<file path="src/shared/pel_pkg.sv">
// Package of offsets, field positions, reset values and carrier types for the PLL event latch
package pel_pkg;

    // Register bus widths
    localparam int PEL_AW = 5;
    localparam int PEL_DW = 8;

    // Register offsets, byte addresses on the plain port
    localparam logic [4:0] PEL_OFS_LIVE = 5'h0D;
    localparam logic [4:0] PEL_OFS_SUPPRESS = 5'h0E;
    localparam logic [4:0] PEL_OFS_EDGE_SEL = 5'h0F;
    localparam logic [4:0] PEL_OFS_EVENT = 5'h10;
    localparam logic [4:0] PEL_OFS_CONTROL = 5'h11;

    // Event field positions, shared by every event register
    localparam int PEL_BIT_UNLOCKED = 7;
    localparam int PEL_BIT_MISSING = 6;
    localparam int PEL_BIT_VCO = 5;
    localparam int PEL_BIT_RETURN = 1;
    localparam logic [7:0] PEL_EVENT_BITS = 8'hE2;

    // Control field positions
    localparam int PEL_CTL_ENABLE_BIT = 0;
    localparam int PEL_CTL_AND_BIT = 1;
    localparam logic [7:0] PEL_CTL_BITS = 8'h03;

    // Reset values
    localparam logic [7:0] PEL_RST_SUPPRESS = 8'h00;
    localparam logic [7:0] PEL_RST_EDGE_SEL = 8'h00;
    localparam logic [7:0] PEL_RST_EVENT = 8'h00;
    localparam logic [7:0] PEL_RST_CONTROL = 8'h00;
    localparam logic [7:0] PEL_RST_LIVE = 8'h00;
    localparam logic [3:0] PEL_RST_SRC = 4'h0;

    // One bus request, as the master drives it
    typedef struct packed {
        logic wr;
        logic rd;
        logic [4:0] addr;
        logic [7:0] wdata;
    } pel_bus_req_t;

    // The four internal event sources
    typedef struct packed {
        logic pll_unlocked_source;
        logic reference_missing_source;
        logic vco_tuning_source;
        logic reference_return_source;
    } pel_src_t;

endpackage : pel_pkg

</file>
<file path="src/rtl/pel_top.sv">
// PLL event interrupt latch: edge capture, sticky flags, suppress and combine logic
//
// Chosen here: strobed register access.
`timescale 1ns/1ns
`default_nettype none

module pel_top
    import pel_pkg::*;
(
    input wire logic ref_clk_i,
    input wire logic reset_n_i,
    input wire pel_bus_req_t bus_req_i,
    input wire pel_src_t src_i,
    output logic [7:0] rd_data_o,
    output logic irq_o,
    output logic [7:0] live_o
);

    // Place the four sources at their event bit positions
    function automatic logic [7:0] pel_place(input logic [3:0] s);
        logic [7:0] v;
        v = 8'h00;
        v[PEL_BIT_UNLOCKED] = s[3];
        v[PEL_BIT_MISSING] = s[2];
        v[PEL_BIT_VCO] = s[1];
        v[PEL_BIT_RETURN] = s[0];
        return v;
    endfunction : pel_place

    // Synchroniser stages; sources come from analog status logic
    logic [3:0] sync1_reg;
    logic [3:0] sync2_reg;
    logic [7:0] prev_reg;
    logic [7:0] suppress_reg;
    logic [7:0] edge_sel_reg;
    logic [7:0] event_reg;
    logic [7:0] control_reg;
    logic [7:0] rd_data_reg;
    logic irq_reg;

    logic [7:0] suppress_next;
    logic [7:0] edge_sel_next;
    logic [7:0] event_next;
    logic [7:0] control_next;
    logic [7:0] rd_data_next;
    logic irq_next;

    // Two-flop synchroniser; only stage two is read by logic
    always_ff @(posedge ref_clk_i) begin
        if (!reset_n_i) begin
            sync1_reg <= PEL_RST_SRC;
            sync2_reg <= PEL_RST_SRC;
        end else begin
            sync1_reg <= src_i;
            sync2_reg <= sync1_reg;
        end
    end

    // Reference loss masks the unlock it causes
    wire logic [3:0] src_eff;
    wire logic [7:0] live_now;
    assign src_eff = {sync2_reg[3] & ~sync2_reg[2], sync2_reg[2:0]};
    assign live_now = pel_place(src_eff);

    // Edge detect against the value one clock earlier
    wire logic [7:0] rise;
    wire logic [7:0] fall;
    wire logic [7:0] hit;
    assign rise = live_now & ~prev_reg;
    assign fall = ~live_now & prev_reg;
    // Per bit: select one picks rising, zero picks falling
    assign hit = ((rise & edge_sel_reg) | (fall & ~edge_sel_reg)) & PEL_EVENT_BITS;

    // Previous-value register, also the live status seen by software
    always_ff @(posedge ref_clk_i) begin
        if (!reset_n_i) begin
            prev_reg <= PEL_RST_LIVE;
        end else begin
            prev_reg <= live_now;
        end
    end

    // Address decode
    wire logic wr_suppress;
    wire logic wr_edge_sel;
    wire logic wr_event;
    wire logic wr_control;
    assign wr_suppress = bus_req_i.wr && (bus_req_i.addr == PEL_OFS_SUPPRESS);
    assign wr_edge_sel = bus_req_i.wr && (bus_req_i.addr == PEL_OFS_EDGE_SEL);
    assign wr_event = bus_req_i.wr && (bus_req_i.addr == PEL_OFS_EVENT);
    assign wr_control = bus_req_i.wr && (bus_req_i.addr == PEL_OFS_CONTROL);

    wire logic int_en;
    wire logic and_mode;
    assign int_en = control_reg[PEL_CTL_ENABLE_BIT];
    assign and_mode = control_reg[PEL_CTL_AND_BIT];

    // Writing zero clears; writing one leaves a flag alone
    wire logic [7:0] clr;
    assign clr = wr_event ? (~bus_req_i.wdata & PEL_EVENT_BITS) : 8'h00;

    // Flag update: set wins over clear, frozen while disabled
    assign event_next = int_en ? (((event_reg & ~clr) | hit) & PEL_EVENT_BITS) : event_reg;

    // Configuration registers; suppress and edge select store reserved bits as written, control drops them
    assign suppress_next = wr_suppress ? bus_req_i.wdata : suppress_reg;
    assign edge_sel_next = wr_edge_sel ? bus_req_i.wdata : edge_sel_reg;
    assign control_next = wr_control ? (bus_req_i.wdata & PEL_CTL_BITS) : control_reg;

    // Interrupt combine over unsuppressed flags
    wire logic [7:0] active;
    wire logic [7:0] unsup;
    wire logic any_act;
    wire logic all_act;
    assign active = event_reg & ~suppress_reg & PEL_EVENT_BITS;
    assign unsup = ~suppress_reg & PEL_EVENT_BITS;
    assign any_act = |active;
    // All suppressed counts as nothing to signal, not as all true
    assign all_act = (unsup != 8'h00) && (active == unsup);
    assign irq_next = int_en && (and_mode ? all_act : any_act);

    // Read mux; unmapped addresses read zero
    wire logic [7:0] rd_mux;
    assign rd_mux = (bus_req_i.addr == PEL_OFS_LIVE) ? prev_reg :
                    (bus_req_i.addr == PEL_OFS_SUPPRESS) ? suppress_reg :
                    (bus_req_i.addr == PEL_OFS_EDGE_SEL) ? edge_sel_reg :
                    (bus_req_i.addr == PEL_OFS_EVENT) ? event_reg :
                    (bus_req_i.addr == PEL_OFS_CONTROL) ? control_reg : 8'h00;
    // Data stand only in the cycle after the strobe
    assign rd_data_next = bus_req_i.rd ? rd_mux : 8'h00;

    // Register bank
    always_ff @(posedge ref_clk_i) begin
        if (!reset_n_i) begin
            suppress_reg <= PEL_RST_SUPPRESS;
            edge_sel_reg <= PEL_RST_EDGE_SEL;
            event_reg <= PEL_RST_EVENT;
            control_reg <= PEL_RST_CONTROL;
        end else begin
            suppress_reg <= suppress_next;
            edge_sel_reg <= edge_sel_next;
            event_reg <= event_next;
            control_reg <= control_next;
        end
    end

    // Output flops
    always_ff @(posedge ref_clk_i) begin
        if (!reset_n_i) begin
            rd_data_reg <= 8'h00;
            irq_reg <= 1'b0;
        end else begin
            rd_data_reg <= rd_data_next;
            irq_reg <= irq_next;
        end
    end

    assign rd_data_o = rd_data_reg;
    assign irq_o = irq_reg;
    assign live_o = prev_reg;
endmodule : pel_top

`default_nettype wire

</file>
<file path="config.mk">
export PLATFORM = sky130hd
export DESIGN_NAME = pel_top
export DESIGN_NICKNAME = d
export VERILOG_FILES = /design/src/shared/pel_pkg.sv /design/src/rtl/pel_top.sv
export SDC_FILE = /design/constraint.sdc
export NUM_CORES = 1
export LEC_CHECK = 0
export BUFFER_PORTS_ARGS = -buffer_cell sky130_fd_sc_hd__buf_2
export CORE_MARGIN = 8
export CORE_UTILIZATION = 34
export CTS_BUF_LIST = sky130_fd_sc_hd__clkbuf_8 sky130_fd_sc_hd__clkbuf_16
export CTS_CLUSTER_DIAMETER = 60
export CTS_CLUSTER_SIZE = 25
export DETAILED_ROUTE_END_ITERATION = 6
export HOLD_SLACK_MARGIN = 0.03
export PLACE_DENSITY = 0.61
export SLEW_MARGIN = 20
export SYNTH_ARGS = -nofsm -noshare
export SYNTH_HDL_FRONTEND = slang
export SYNTH_SLANG_ARGS = --single-unit
</file>
<file path="constraint.sdc">
create_clock -name ref_clk_i -period 1.4 [get_ports ref_clk_i]
set_input_delay 0.28 -clock ref_clk_i [delete_from_list [all_inputs] [get_ports ref_clk_i]]
set_output_delay 0.28 -clock ref_clk_i [all_outputs]
set_load 0.01 [all_outputs]
</file>
==> flow_summary.html, run 1 <==
<table>
<tr><th>Metric</th><th>Value</th></tr>
<tr><th colspan="2">STA</th></tr>
<tr><td>Setup-failing EPs final</td><td>0</td></tr>
<tr><td>Period Utilization, post-route</td><td>90.8%</td></tr>
<tr><td>RSZ-0062 raised after global routing</td><td>false</td></tr>
<tr><td>Fin. max-slew vios</td><td>0</td></tr>
<tr><td>Hold Violations, Final</td><td>0</td></tr>
<tr><td>Max Freq</td><td>0.786 GHz</td></tr>
<tr><td>Hold slack</td><td>0.183 ns</td></tr>
<tr><td>Min Tclk post-route</td><td>1.27 ns</td></tr>
<tr><td>Skew final</td><td>0.00834 ns</td></tr>
<tr><th colspan="2">Critical path</th></tr>
<tr><td>Required @ worst endpoint</td><td>1.60 ns</td></tr>
<tr><td>Critical setup path kind</td><td>reg2reg</td></tr>
<tr><td>Critical register-to-register path startpoint</td><td>suppress_reg[1]$_SDFFE_PN0P_</td></tr>
<tr><td>Top fanout value on the critical path</td><td>4</td></tr>
<tr><td>Startpoint type of the worst setup path</td><td>register</td></tr>
<tr><td>Endpoint kind of the worst setup timing path</td><td>register</td></tr>
<tr><td>Arrival time of the worst setup path</td><td>1.47 ns</td></tr>
<tr><td>Critical Path Start</td><td>suppress_reg[1]$_SDFFE_PN0P_</td></tr>
<tr><th colspan="2">Clocking</th></tr>
<tr><td>Clk slew on worst S/H paths</td><td>0.09 ns</td></tr>
<tr><td>Clock root buffer</td><td>clkbuf_8</td></tr>
<tr><td>Insertion delay to the later sink of the worst-skew pair</td><td>0.30 ns</td></tr>
<tr><td>TritonCTS clock tree</td><td>done</td></tr>
<tr><td>Number of CTS-inserted buffers</td><td>5</td></tr>
<tr><td>Number of instances resized during post-cts repair</td><td>0</td></tr>
<tr><td>H-tree depth reported by CTS</td><td>2</td></tr>
<tr><td>Hold Buf Count CTS</td><td>0</td></tr>
<tr><td>Post CTS Setup Buffer Count</td><td>0</td></tr>
<tr><td>CTS max path bufs</td><td>2</td></tr>
<tr><td>Clk sinks</td><td>43</td></tr>
<tr><th colspan="2">Routing</th></tr>
<tr><td>Uppermost layer routed</td><td>met4</td></tr>
<tr><td>Length of routed wiring on met1</td><td>1970 µm</td></tr>
<tr><td>Number of DRC violations after detailed routing</td><td>0</td></tr>
<tr><td>DRT iter0 DRCs</td><td>62</td></tr>
<tr><td>Detail Route met2 WL</td><td>2050 µm</td></tr>
<tr><td>Drt pass-1 iters</td><td>5</td></tr>
<tr><td>Total wire length after detailed routing</td><td>4260 µm</td></tr>
<tr><td>Via density</td><td>4.68</td></tr>
<tr><td>Total number of vias</td><td>1438</td></tr>
<tr><td>Routed WL per cell</td><td>13.9 µm</td></tr>
<tr><td>Post-route ant nets</td><td>0</td></tr>
<tr><td>Met3 wire length</td><td>189 µm</td></tr>
<tr><th colspan="2">Yosys</th></tr>
<tr><td>Largest family of logic cells by synthesized area</td><td>simple AND/OR/NAND/NOR gates</td></tr>
<tr><td>Mapped cell area</td><td>1860 µm²</td></tr>
<tr><td>Basic-gate share of the synthesized area counting and, or, nand and nor cells</td><td>23.3%</td></tr>
<tr><td>Number of distinct standard cells referenced by the synthesized netlist</td><td>38</td></tr>
<tr><td>Yosys warning total</td><td>0</td></tr>
<tr><td>Post-synthesis area per instance</td><td>9.71 µm²</td></tr>
<tr><td>Post-Syn Instances</td><td>191</td></tr>
<tr><td>Proportion of synthesized area in mux cells</td><td>11.4%</td></tr>
<tr><td>Parity-gate share of the synthesized area counting xor and xnor cells</td><td>0%</td></tr>
<tr><td>Share of the yosys chip area belonging to registers</td><td>46.4%</td></tr>
<tr><td>Fraction of the mapped netlist area in compound gates</td><td>13.8%</td></tr>
<tr><td>Post-synthesis share of cell area spent on full adders, half adders and majority gates</td><td>0%</td></tr>
<tr><td>#FFs+latches synth</td><td>43</td></tr>
<tr><th colspan="2">Die</th></tr>
<tr><td>Area of the die</td><td>8080 µm²</td></tr>
<tr><td>Die Ht</td><td>89.9 µm</td></tr>
<tr><td>IO Pins</td><td>38</td></tr>
<tr><td>Effective utilization at floorplan</td><td>34.5%</td></tr>
<tr><td>Area of the placeable core</td><td>5370 µm²</td></tr>
<tr><td>Site row count</td><td>27</td></tr>
<tr><td>Die outline width</td><td>89.9 µm</td></tr>
<tr><th colspan="2">Hold path</th></tr>
<tr><td>Worst Hold Class</td><td>in2reg</td></tr>
<tr><td>Hold wc startpoint</td><td>src_i[0]</td></tr>
<tr><th colspan="2">Final layout</th></tr>
<tr><td>Commonest cells after routing, fill and taps aside</td><td>dfxtp_1 (43), buf_2 (33), mux2i_1 (20)</td></tr>
<tr><td>Count of non-filler cells in the finished layout</td><td>307</td></tr>
<tr><td>Antenna cell count</td><td>0</td></tr>
<tr><td>Leading cell type in the layout, fill and taps excluded</td><td>dfxtp_1</td></tr>
<tr><td>Share of post-route cells with drive strength above 1</td><td>25.1%</td></tr>
<tr><td>Area added between synthesis and finish</td><td>21.6%</td></tr>
<tr><td>Final core occ</td><td>42.0%</td></tr>
<tr><td>Final net count</td><td>255</td></tr>
<tr><th colspan="2">Placement</th></tr>
<tr><td>Placed instance count</td><td>299</td></tr>
<tr><td>Final RePlAce weighted congestion</td><td>0.815</td></tr>
<tr><td>DP Wirelength</td><td>3200 µm</td></tr>
<tr><td>Total of buffers placed on input and output ports</td><td>33</td></tr>
<tr><th colspan="2">GRT</th></tr>
<tr><td>Pin count of the biggest net entering global routing</td><td>16</td></tr>
<tr><td>Number of antenna violations at the first check in global routing</td><td>0</td></tr>
<tr><td>Overall global routing resource usage</td><td>10.8%</td></tr>
<tr><td>Via count of the first global-routing pass</td><td>1448</td></tr>
<tr><td>First-pass GRT wire length</td><td>7120 µm</td></tr>
<tr><td>Congestion Overflow GR</td><td>0</td></tr>
<tr><th colspan="2">Power and ir drop</th></tr>
<tr><td>Share of total power in combinational logic</td><td>7.9%</td></tr>
<tr><td>Internal portion of total power</td><td>0.00178 W</td></tr>
<tr><td>Switching share of total power</td><td>22.9%</td></tr>
<tr><td>Worst supply voltage drop on vdd</td><td>0.490 mV</td></tr>
<tr><td>Cell Pwr Density</td><td>1020 nW/µm²</td></tr>
<tr><td>LEAKAGE</td><td>0.953 nW</td></tr>
<tr><td>Clk network pwr share</td><td>37.8%</td></tr>
<tr><td>Switching component of the power</td><td>0.000526 W</td></tr>
<tr><td>Share of total power in sequential cells</td><td>54.4%</td></tr>
<tr><th colspan="2">Outcome</th></tr>
<tr><td>Result of the run</td><td>completed</td></tr>
<tr><th colspan="2">Run</th></tr>
<tr><td>Number of violations of the max-capacitance limit</td><td>0</td></tr>
</table>
==> power by group through the flow <==
stage / Sequential (W) / Combinational, W / Clock [W]
after global routing: 0.00126 / 0.000200 / 0.000946
after CTS: 0.00125 / 0.000182 / 0.000901
final: 0.00125 / 0.000181 / 0.000869
after global placement: 0.00128 / 0.000181 / 0
after floorplan: 0.00128 / 0.000101 / 0
after detailed placement: 0.00128 / 0.000181 / 0
==> Yosys cell counts (all sizes together) <==
| master | instances | area share [%] |
|---|---|---|
| a21boi | 8 | 3.2 |
| a21oi | 5 | 1.3 |
| a22oi | 1 | 0.40 |
| a32oi | 1 | 0.47 |
| and2 | 12 | 4.0 |
| and3 | 1 | 0.34 |
| and3b | 1 | 0.47 |
| and4b | 1 | 0.54 |
| buf | 8 | 3.0 |
| clkbuf | 4 | 0.81 |
| conb | 1 | 0.20 |
| dfxtp | 43 | 46 |
| inv | 5 | 1.0 |
| mux2 | 1 | 0.61 |
| mux2i | 20 | 11 |
| nand2 | 8 | 1.6 |
| nand2b | 4 | 1.3 |
| nand3 | 2 | 0.54 |
| nand3b | 1 | 0.40 |
| nand4 | 1 | 1.1 |
| nand4b | 1 | 0.47 |
| nor2 | 9 | 2.0 |
| nor2b | 15 | 5.1 |
| nor3 | 3 | 0.81 |
| nor3b | 3 | 1.2 |
| nor4b | 2 | 1.8 |
| o2111a | 1 | 0.61 |
| o2111ai | 2 | 0.94 |
| o21ai | 17 | 4.6 |
| o21bai | 1 | 0.40 |
| o22a | 1 | 0.47 |
| o22ai | 4 | 1.3 |
| or3 | 2 | 0.67 |
| or3b | 2 | 0.94 |
==> worst max-delay path: stages (launching register included) <==
cell,delay (ns)
dfxtp_1,0.36
or3b_2,0.48
a21oi_1,0.17
o22a_1,0.14
nor2_1,0.04
==> area by class of cell <==
cell class / instances / area (µm²)
Inverter: 5 / 18.8
Tap cell: 72 / 90.1
Timing Repair Buffer: 45 / 268
Fill cell: 553 / 3110
Clock inverter: 1 / 7.51
Multi-Input combinational cell: 134 / 916
Clock buffer: 7 / 96.3
Sequential cell: 43 / 861
==> layer usage <==
metal,GRT usage [%],vias up
met2,17.7,25
li1,-,749
met4,4.58,0
met1,12.5,660
met3,3.49,4
met5,0,-
==> path summary, 6_finish.rpt <==
path	end	slack (ns)	depth (start not counted)
worst max-delay path	rd_data_o[1]$_SDFF_PN0_	0.13	4
worst min register to register	sync2_reg[2]$_SDFF_PN0_	0.44	1
worst max register to register	rd_data_o[1]$_SDFF_PN0_	0.13	4
worst min-delay path	sync1_reg[0]$_SDFF_PN0_	0.18	2
==> kinds of logic (layout without fill, tap and decap cells) <==
group,count (synthesis),in the layout
buf+inv,17,58
simple gates,68,68
flops,43,43
compound gates,41,41
mux,21,21
other cells,1,4
==> stage by stage <==
| step | TNS [ns] | area [µm²] | total power, W | setup slack (ns) |
|---|---|---|---|---|
| 2_1_floorplan | 0 | 1870 | 0.00138 | 0.0965 |
| 3_3_place_gp | -0.0604 | 2150 | 0.00146 | -0.0351 |
| 3_5_place_dp | -0.169 | 2150 | 0.00146 | -0.0339 |
| 4_1_cts | 0 | 2260 | 0.00234 | 0.123 |
| 5_1_grt | 0 | 2260 | 0.00240 | 0.0580 |
| 6_report | 0 | 2260 | 0.00230 | 0.129 |
Note: power is estimated with default switching activity, not from simulation.
==> run 2, diff against run 1 <==
--- a/config.mk
+++ b/config.mk
@@ -6,9 +6,8 @@
 export NUM_CORES = 1
 export LEC_CHECK = 0
 export BUFFER_PORTS_ARGS = -buffer_cell sky130_fd_sc_hd__buf_2
-export CORE_MARGIN = 8
+export CORE_MARGIN = 10
 export CORE_UTILIZATION = 34
-export CTS_BUF_LIST = sky130_fd_sc_hd__clkbuf_8 sky130_fd_sc_hd__clkbuf_16
 export CTS_CLUSTER_DIAMETER = 60
 export CTS_CLUSTER_SIZE = 25
 export DETAILED_ROUTE_END_ITERATION = 6
==> run 2 against run 1 <==
Compared with the run above: sequential share of layout area up 0.36 points; flip-flop and latch count unchanged; maximum frequency rose by 0.46%; critical path type unchanged; clock skew increased by 0.0032 ns; combinational power hardly changed; worst setup slack improved by 0.0059 ns; via count up 3.1%.
==> flow_summary.html, run 2 (synthesis results as in run 1) <==
<table>
<tr><th>Metric</th><th>Value</th></tr>
<tr><th colspan="2">Die</th></tr>
<tr><td>IO Pins</td><td>38</td></tr>
<tr><td>Die outline width</td><td>93.9 µm</td></tr>
<tr><td>Effective utilization at floorplan</td><td>35.6%</td></tr>
<tr><td>Die Ht</td><td>93.9 µm</td></tr>
<tr><td>Area of the die</td><td>8810 µm²</td></tr>
<tr><td>Site row count</td><td>26</td></tr>
<tr><td>Area of the placeable core</td><td>5200 µm²</td></tr>
<tr><th colspan="2">STA</th></tr>
<tr><td>Hold slack</td><td>0.193 ns</td></tr>
<tr><td>Min Tclk post-route</td><td>1.27 ns</td></tr>
<tr><td>Fin. max-slew vios</td><td>0</td></tr>
<tr><td>Hold Violations, Final</td><td>0</td></tr>
<tr><td>Worst Slack Setup Final</td><td>0.134 ns</td></tr>
<tr><td>Skew final</td><td>0.0115 ns</td></tr>
<tr><td>Period Utilization, post-route</td><td>90.4%</td></tr>
<tr><td>Setup-failing EPs final</td><td>0</td></tr>
<tr><td>RSZ-0062 raised after global routing</td><td>false</td></tr>
<tr><td>Max Freq</td><td>0.790 GHz</td></tr>
<tr><th colspan="2">Clocking</th></tr>
<tr><td>Number of CTS-inserted buffers</td><td>5</td></tr>
<tr><td>H-tree depth reported by CTS</td><td>2</td></tr>
<tr><td>Clk sinks</td><td>43</td></tr>
<tr><td>Insertion delay to the later sink of the worst-skew pair</td><td>0.29 ns</td></tr>
<tr><td>Post CTS Setup Buffer Count</td><td>0</td></tr>
<tr><td>TritonCTS clock tree</td><td>done</td></tr>
<tr><td>Number of instances resized during post-cts repair</td><td>0</td></tr>
<tr><td>CTS max path bufs</td><td>2</td></tr>
<tr><td>Clk slew on worst S/H paths</td><td>0.08 ns</td></tr>
<tr><td>Hold Buf Count CTS</td><td>0</td></tr>
<tr><td>Clock root buffer</td><td>clkbuf_8</td></tr>
<tr><th colspan="2">Placement</th></tr>
<tr><td>Placed instance count</td><td>297</td></tr>
<tr><td>Final RePlAce weighted congestion</td><td>0.826</td></tr>
<tr><td>Total of buffers placed on input and output ports</td><td>33</td></tr>
<tr><td>Worst Setup Slack post-DPL</td><td>-0.0694 ns</td></tr>
<tr><td>DP Wirelength</td><td>3240 µm</td></tr>
<tr><th colspan="2">Outcome</th></tr>
<tr><td>Result of the run</td><td>completed</td></tr>
<tr><th colspan="2">Routing</th></tr>
<tr><td>Via density</td><td>4.86</td></tr>
<tr><td>Post-route ant nets</td><td>0</td></tr>
<tr><td>Total number of vias</td><td>1483</td></tr>
<tr><td>Drt pass-1 iters</td><td>4</td></tr>
<tr><td>Routed WL per cell</td><td>13.9 µm</td></tr>
<tr><td>DRT iter0 DRCs</td><td>110</td></tr>
<tr><td>Number of DRC violations after detailed routing</td><td>0</td></tr>
<tr><td>Total wire length after detailed routing</td><td>4250 µm</td></tr>
<tr><th colspan="2">GRT</th></tr>
<tr><td>Number of antenna violations at the first check in global routing</td><td>0</td></tr>
<tr><td>Overall global routing resource usage</td><td>10.0%</td></tr>
<tr><td>Via count of the first global-routing pass</td><td>1559</td></tr>
<tr><td>Congestion Overflow GR</td><td>0</td></tr>
<tr><td>First-pass GRT wire length</td><td>7200 µm</td></tr>
<tr><td>Pin count of the biggest net entering global routing</td><td>18</td></tr>
<tr><th colspan="2">Final layout</th></tr>
<tr><td>Count of non-filler cells in the finished layout</td><td>305</td></tr>
<tr><td>Commonest cells after routing, fill and taps aside</td><td>dfxtp_1 (43), buf_2 (33), mux2i_1 (20)</td></tr>
<tr><td>Share of post-route cells with drive strength above 1</td><td>24.7%</td></tr>
<tr><td>Area of combinational cells with multiple inputs</td><td>916 µm²</td></tr>
<tr><td>Area added between synthesis and finish</td><td>20.5%</td></tr>
<tr><td>Number of fillers in the final layout</td><td>551</td></tr>
<tr><td>Register cell area after layout</td><td>861 µm²</td></tr>
<tr><td>Antenna cell count</td><td>0</td></tr>
<tr><td>Final core occ</td><td>43.0%</td></tr>
<tr><td>Final net count</td><td>255</td></tr>
<tr><td>Leading cell type in the layout, fill and taps excluded</td><td>dfxtp_1</td></tr>
<tr><th colspan="2">Power and ir drop</th></tr>
<tr><td>LEAKAGE</td><td>0.943 nW</td></tr>
<tr><td>Worst supply voltage drop on vdd</td><td>0.579 mV</td></tr>
<tr><td>Cell Pwr Density</td><td>977 nW/µm²</td></tr>
<tr><td>Final Power</td><td>0.00219 W</td></tr>
<tr><th colspan="2">Critical path</th></tr>
<tr><td>Top fanout value on the critical path</td><td>4</td></tr>
<tr><td>Startpoint type of the worst setup path</td><td>register</td></tr>
<tr><td>Critical register-to-register path startpoint</td><td>suppress_reg[1]$_SDFFE_PN0P_</td></tr>
<tr><td>Critical setup path kind</td><td>reg2reg</td></tr>
<tr><td>Critical Path Start</td><td>suppress_reg[1]$_SDFFE_PN0P_</td></tr>
<tr><td>Endpoint kind of the worst setup timing path</td><td>register</td></tr>
<tr><td>Arrival time of the worst setup path</td><td>1.45 ns</td></tr>
<tr><td>Required @ worst endpoint</td><td>1.59 ns</td></tr>
<tr><th colspan="2">Run</th></tr>
<tr><td>Number of violations of the max-capacitance limit</td><td>0</td></tr>
<tr><th colspan="2">Hold path</th></tr>
<tr><td>Worst Hold Class</td><td>in2reg</td></tr>
<tr><td>Hold wc startpoint</td><td>src_i[1]</td></tr>
</table>
-- run 2: final timing paths --
| kind | to | slack (ns) | cells past startpoint |
|---|---|---|---|
| hold / removal | sync1_reg[1]$_SDFF_PN0_ | 0.19 | 2 |
| hold reg to reg | sync2_reg[0]$_SDFF_PN0_ | 0.44 | 1 |
| setup reg to reg | rd_data_o[1]$_SDFF_PN0_ | 0.13 | 4 |
| setup / recovery | rd_data_o[1]$_SDFF_PN0_ | 0.13 | 4 |
-- run 2: metal layers --
layer / vias to the layer above / track usage [%] / routed length, µm
met4: 0 / 3.04 / 53
met1: 701 / 11.7 / 1970
met5: - / 0 / 0
met2: 33 / 16.9 / 1990
li1: 744 / - / -
met3: 5 / 3.20 / 234
-- run 2: final cells by class --
| cell class | count | area share (%) |
|---|---|---|
| inverters | 5 | 0.839 |
| repair buffers | 45 | 12.0 |
| multi-input cells | 134 | 41.0 |
| well taps | 70 | 3.92 |
| clock inverters | 2 | 0.560 |
| flip-flops and latches | 43 | 38.5 |
| clock buffers | 6 | 3.25 |
-- run 2: through the flow --
step | TNS [ns] | instance area, µm²
2_1_floorplan | 0 | 1870
3_3_place_gp | -0.170 | 2150
3_5_place_dp | -0.298 | 2150
4_1_cts | 0 | 2240
5_1_grt | 0 | 2240
6_report | 0 | 2240
-- run 2: power breakdown --
part / total, W / internal (W) / switching (W)
registers: 0.00125 / 0.00124 / 0.00000943
clock network: 0.000753 / 0.000349 / 0.000404
logic: 0.000181 / 0.0000841 / 0.0000970
-- run 2: critical path, stage by stage, from the launching register on --
cell and delay [ns]:
dfxtp_1 0.35, or3b_2 0.48, a21oi_1 0.16, o22a_1 0.14, nor2_1 0.04
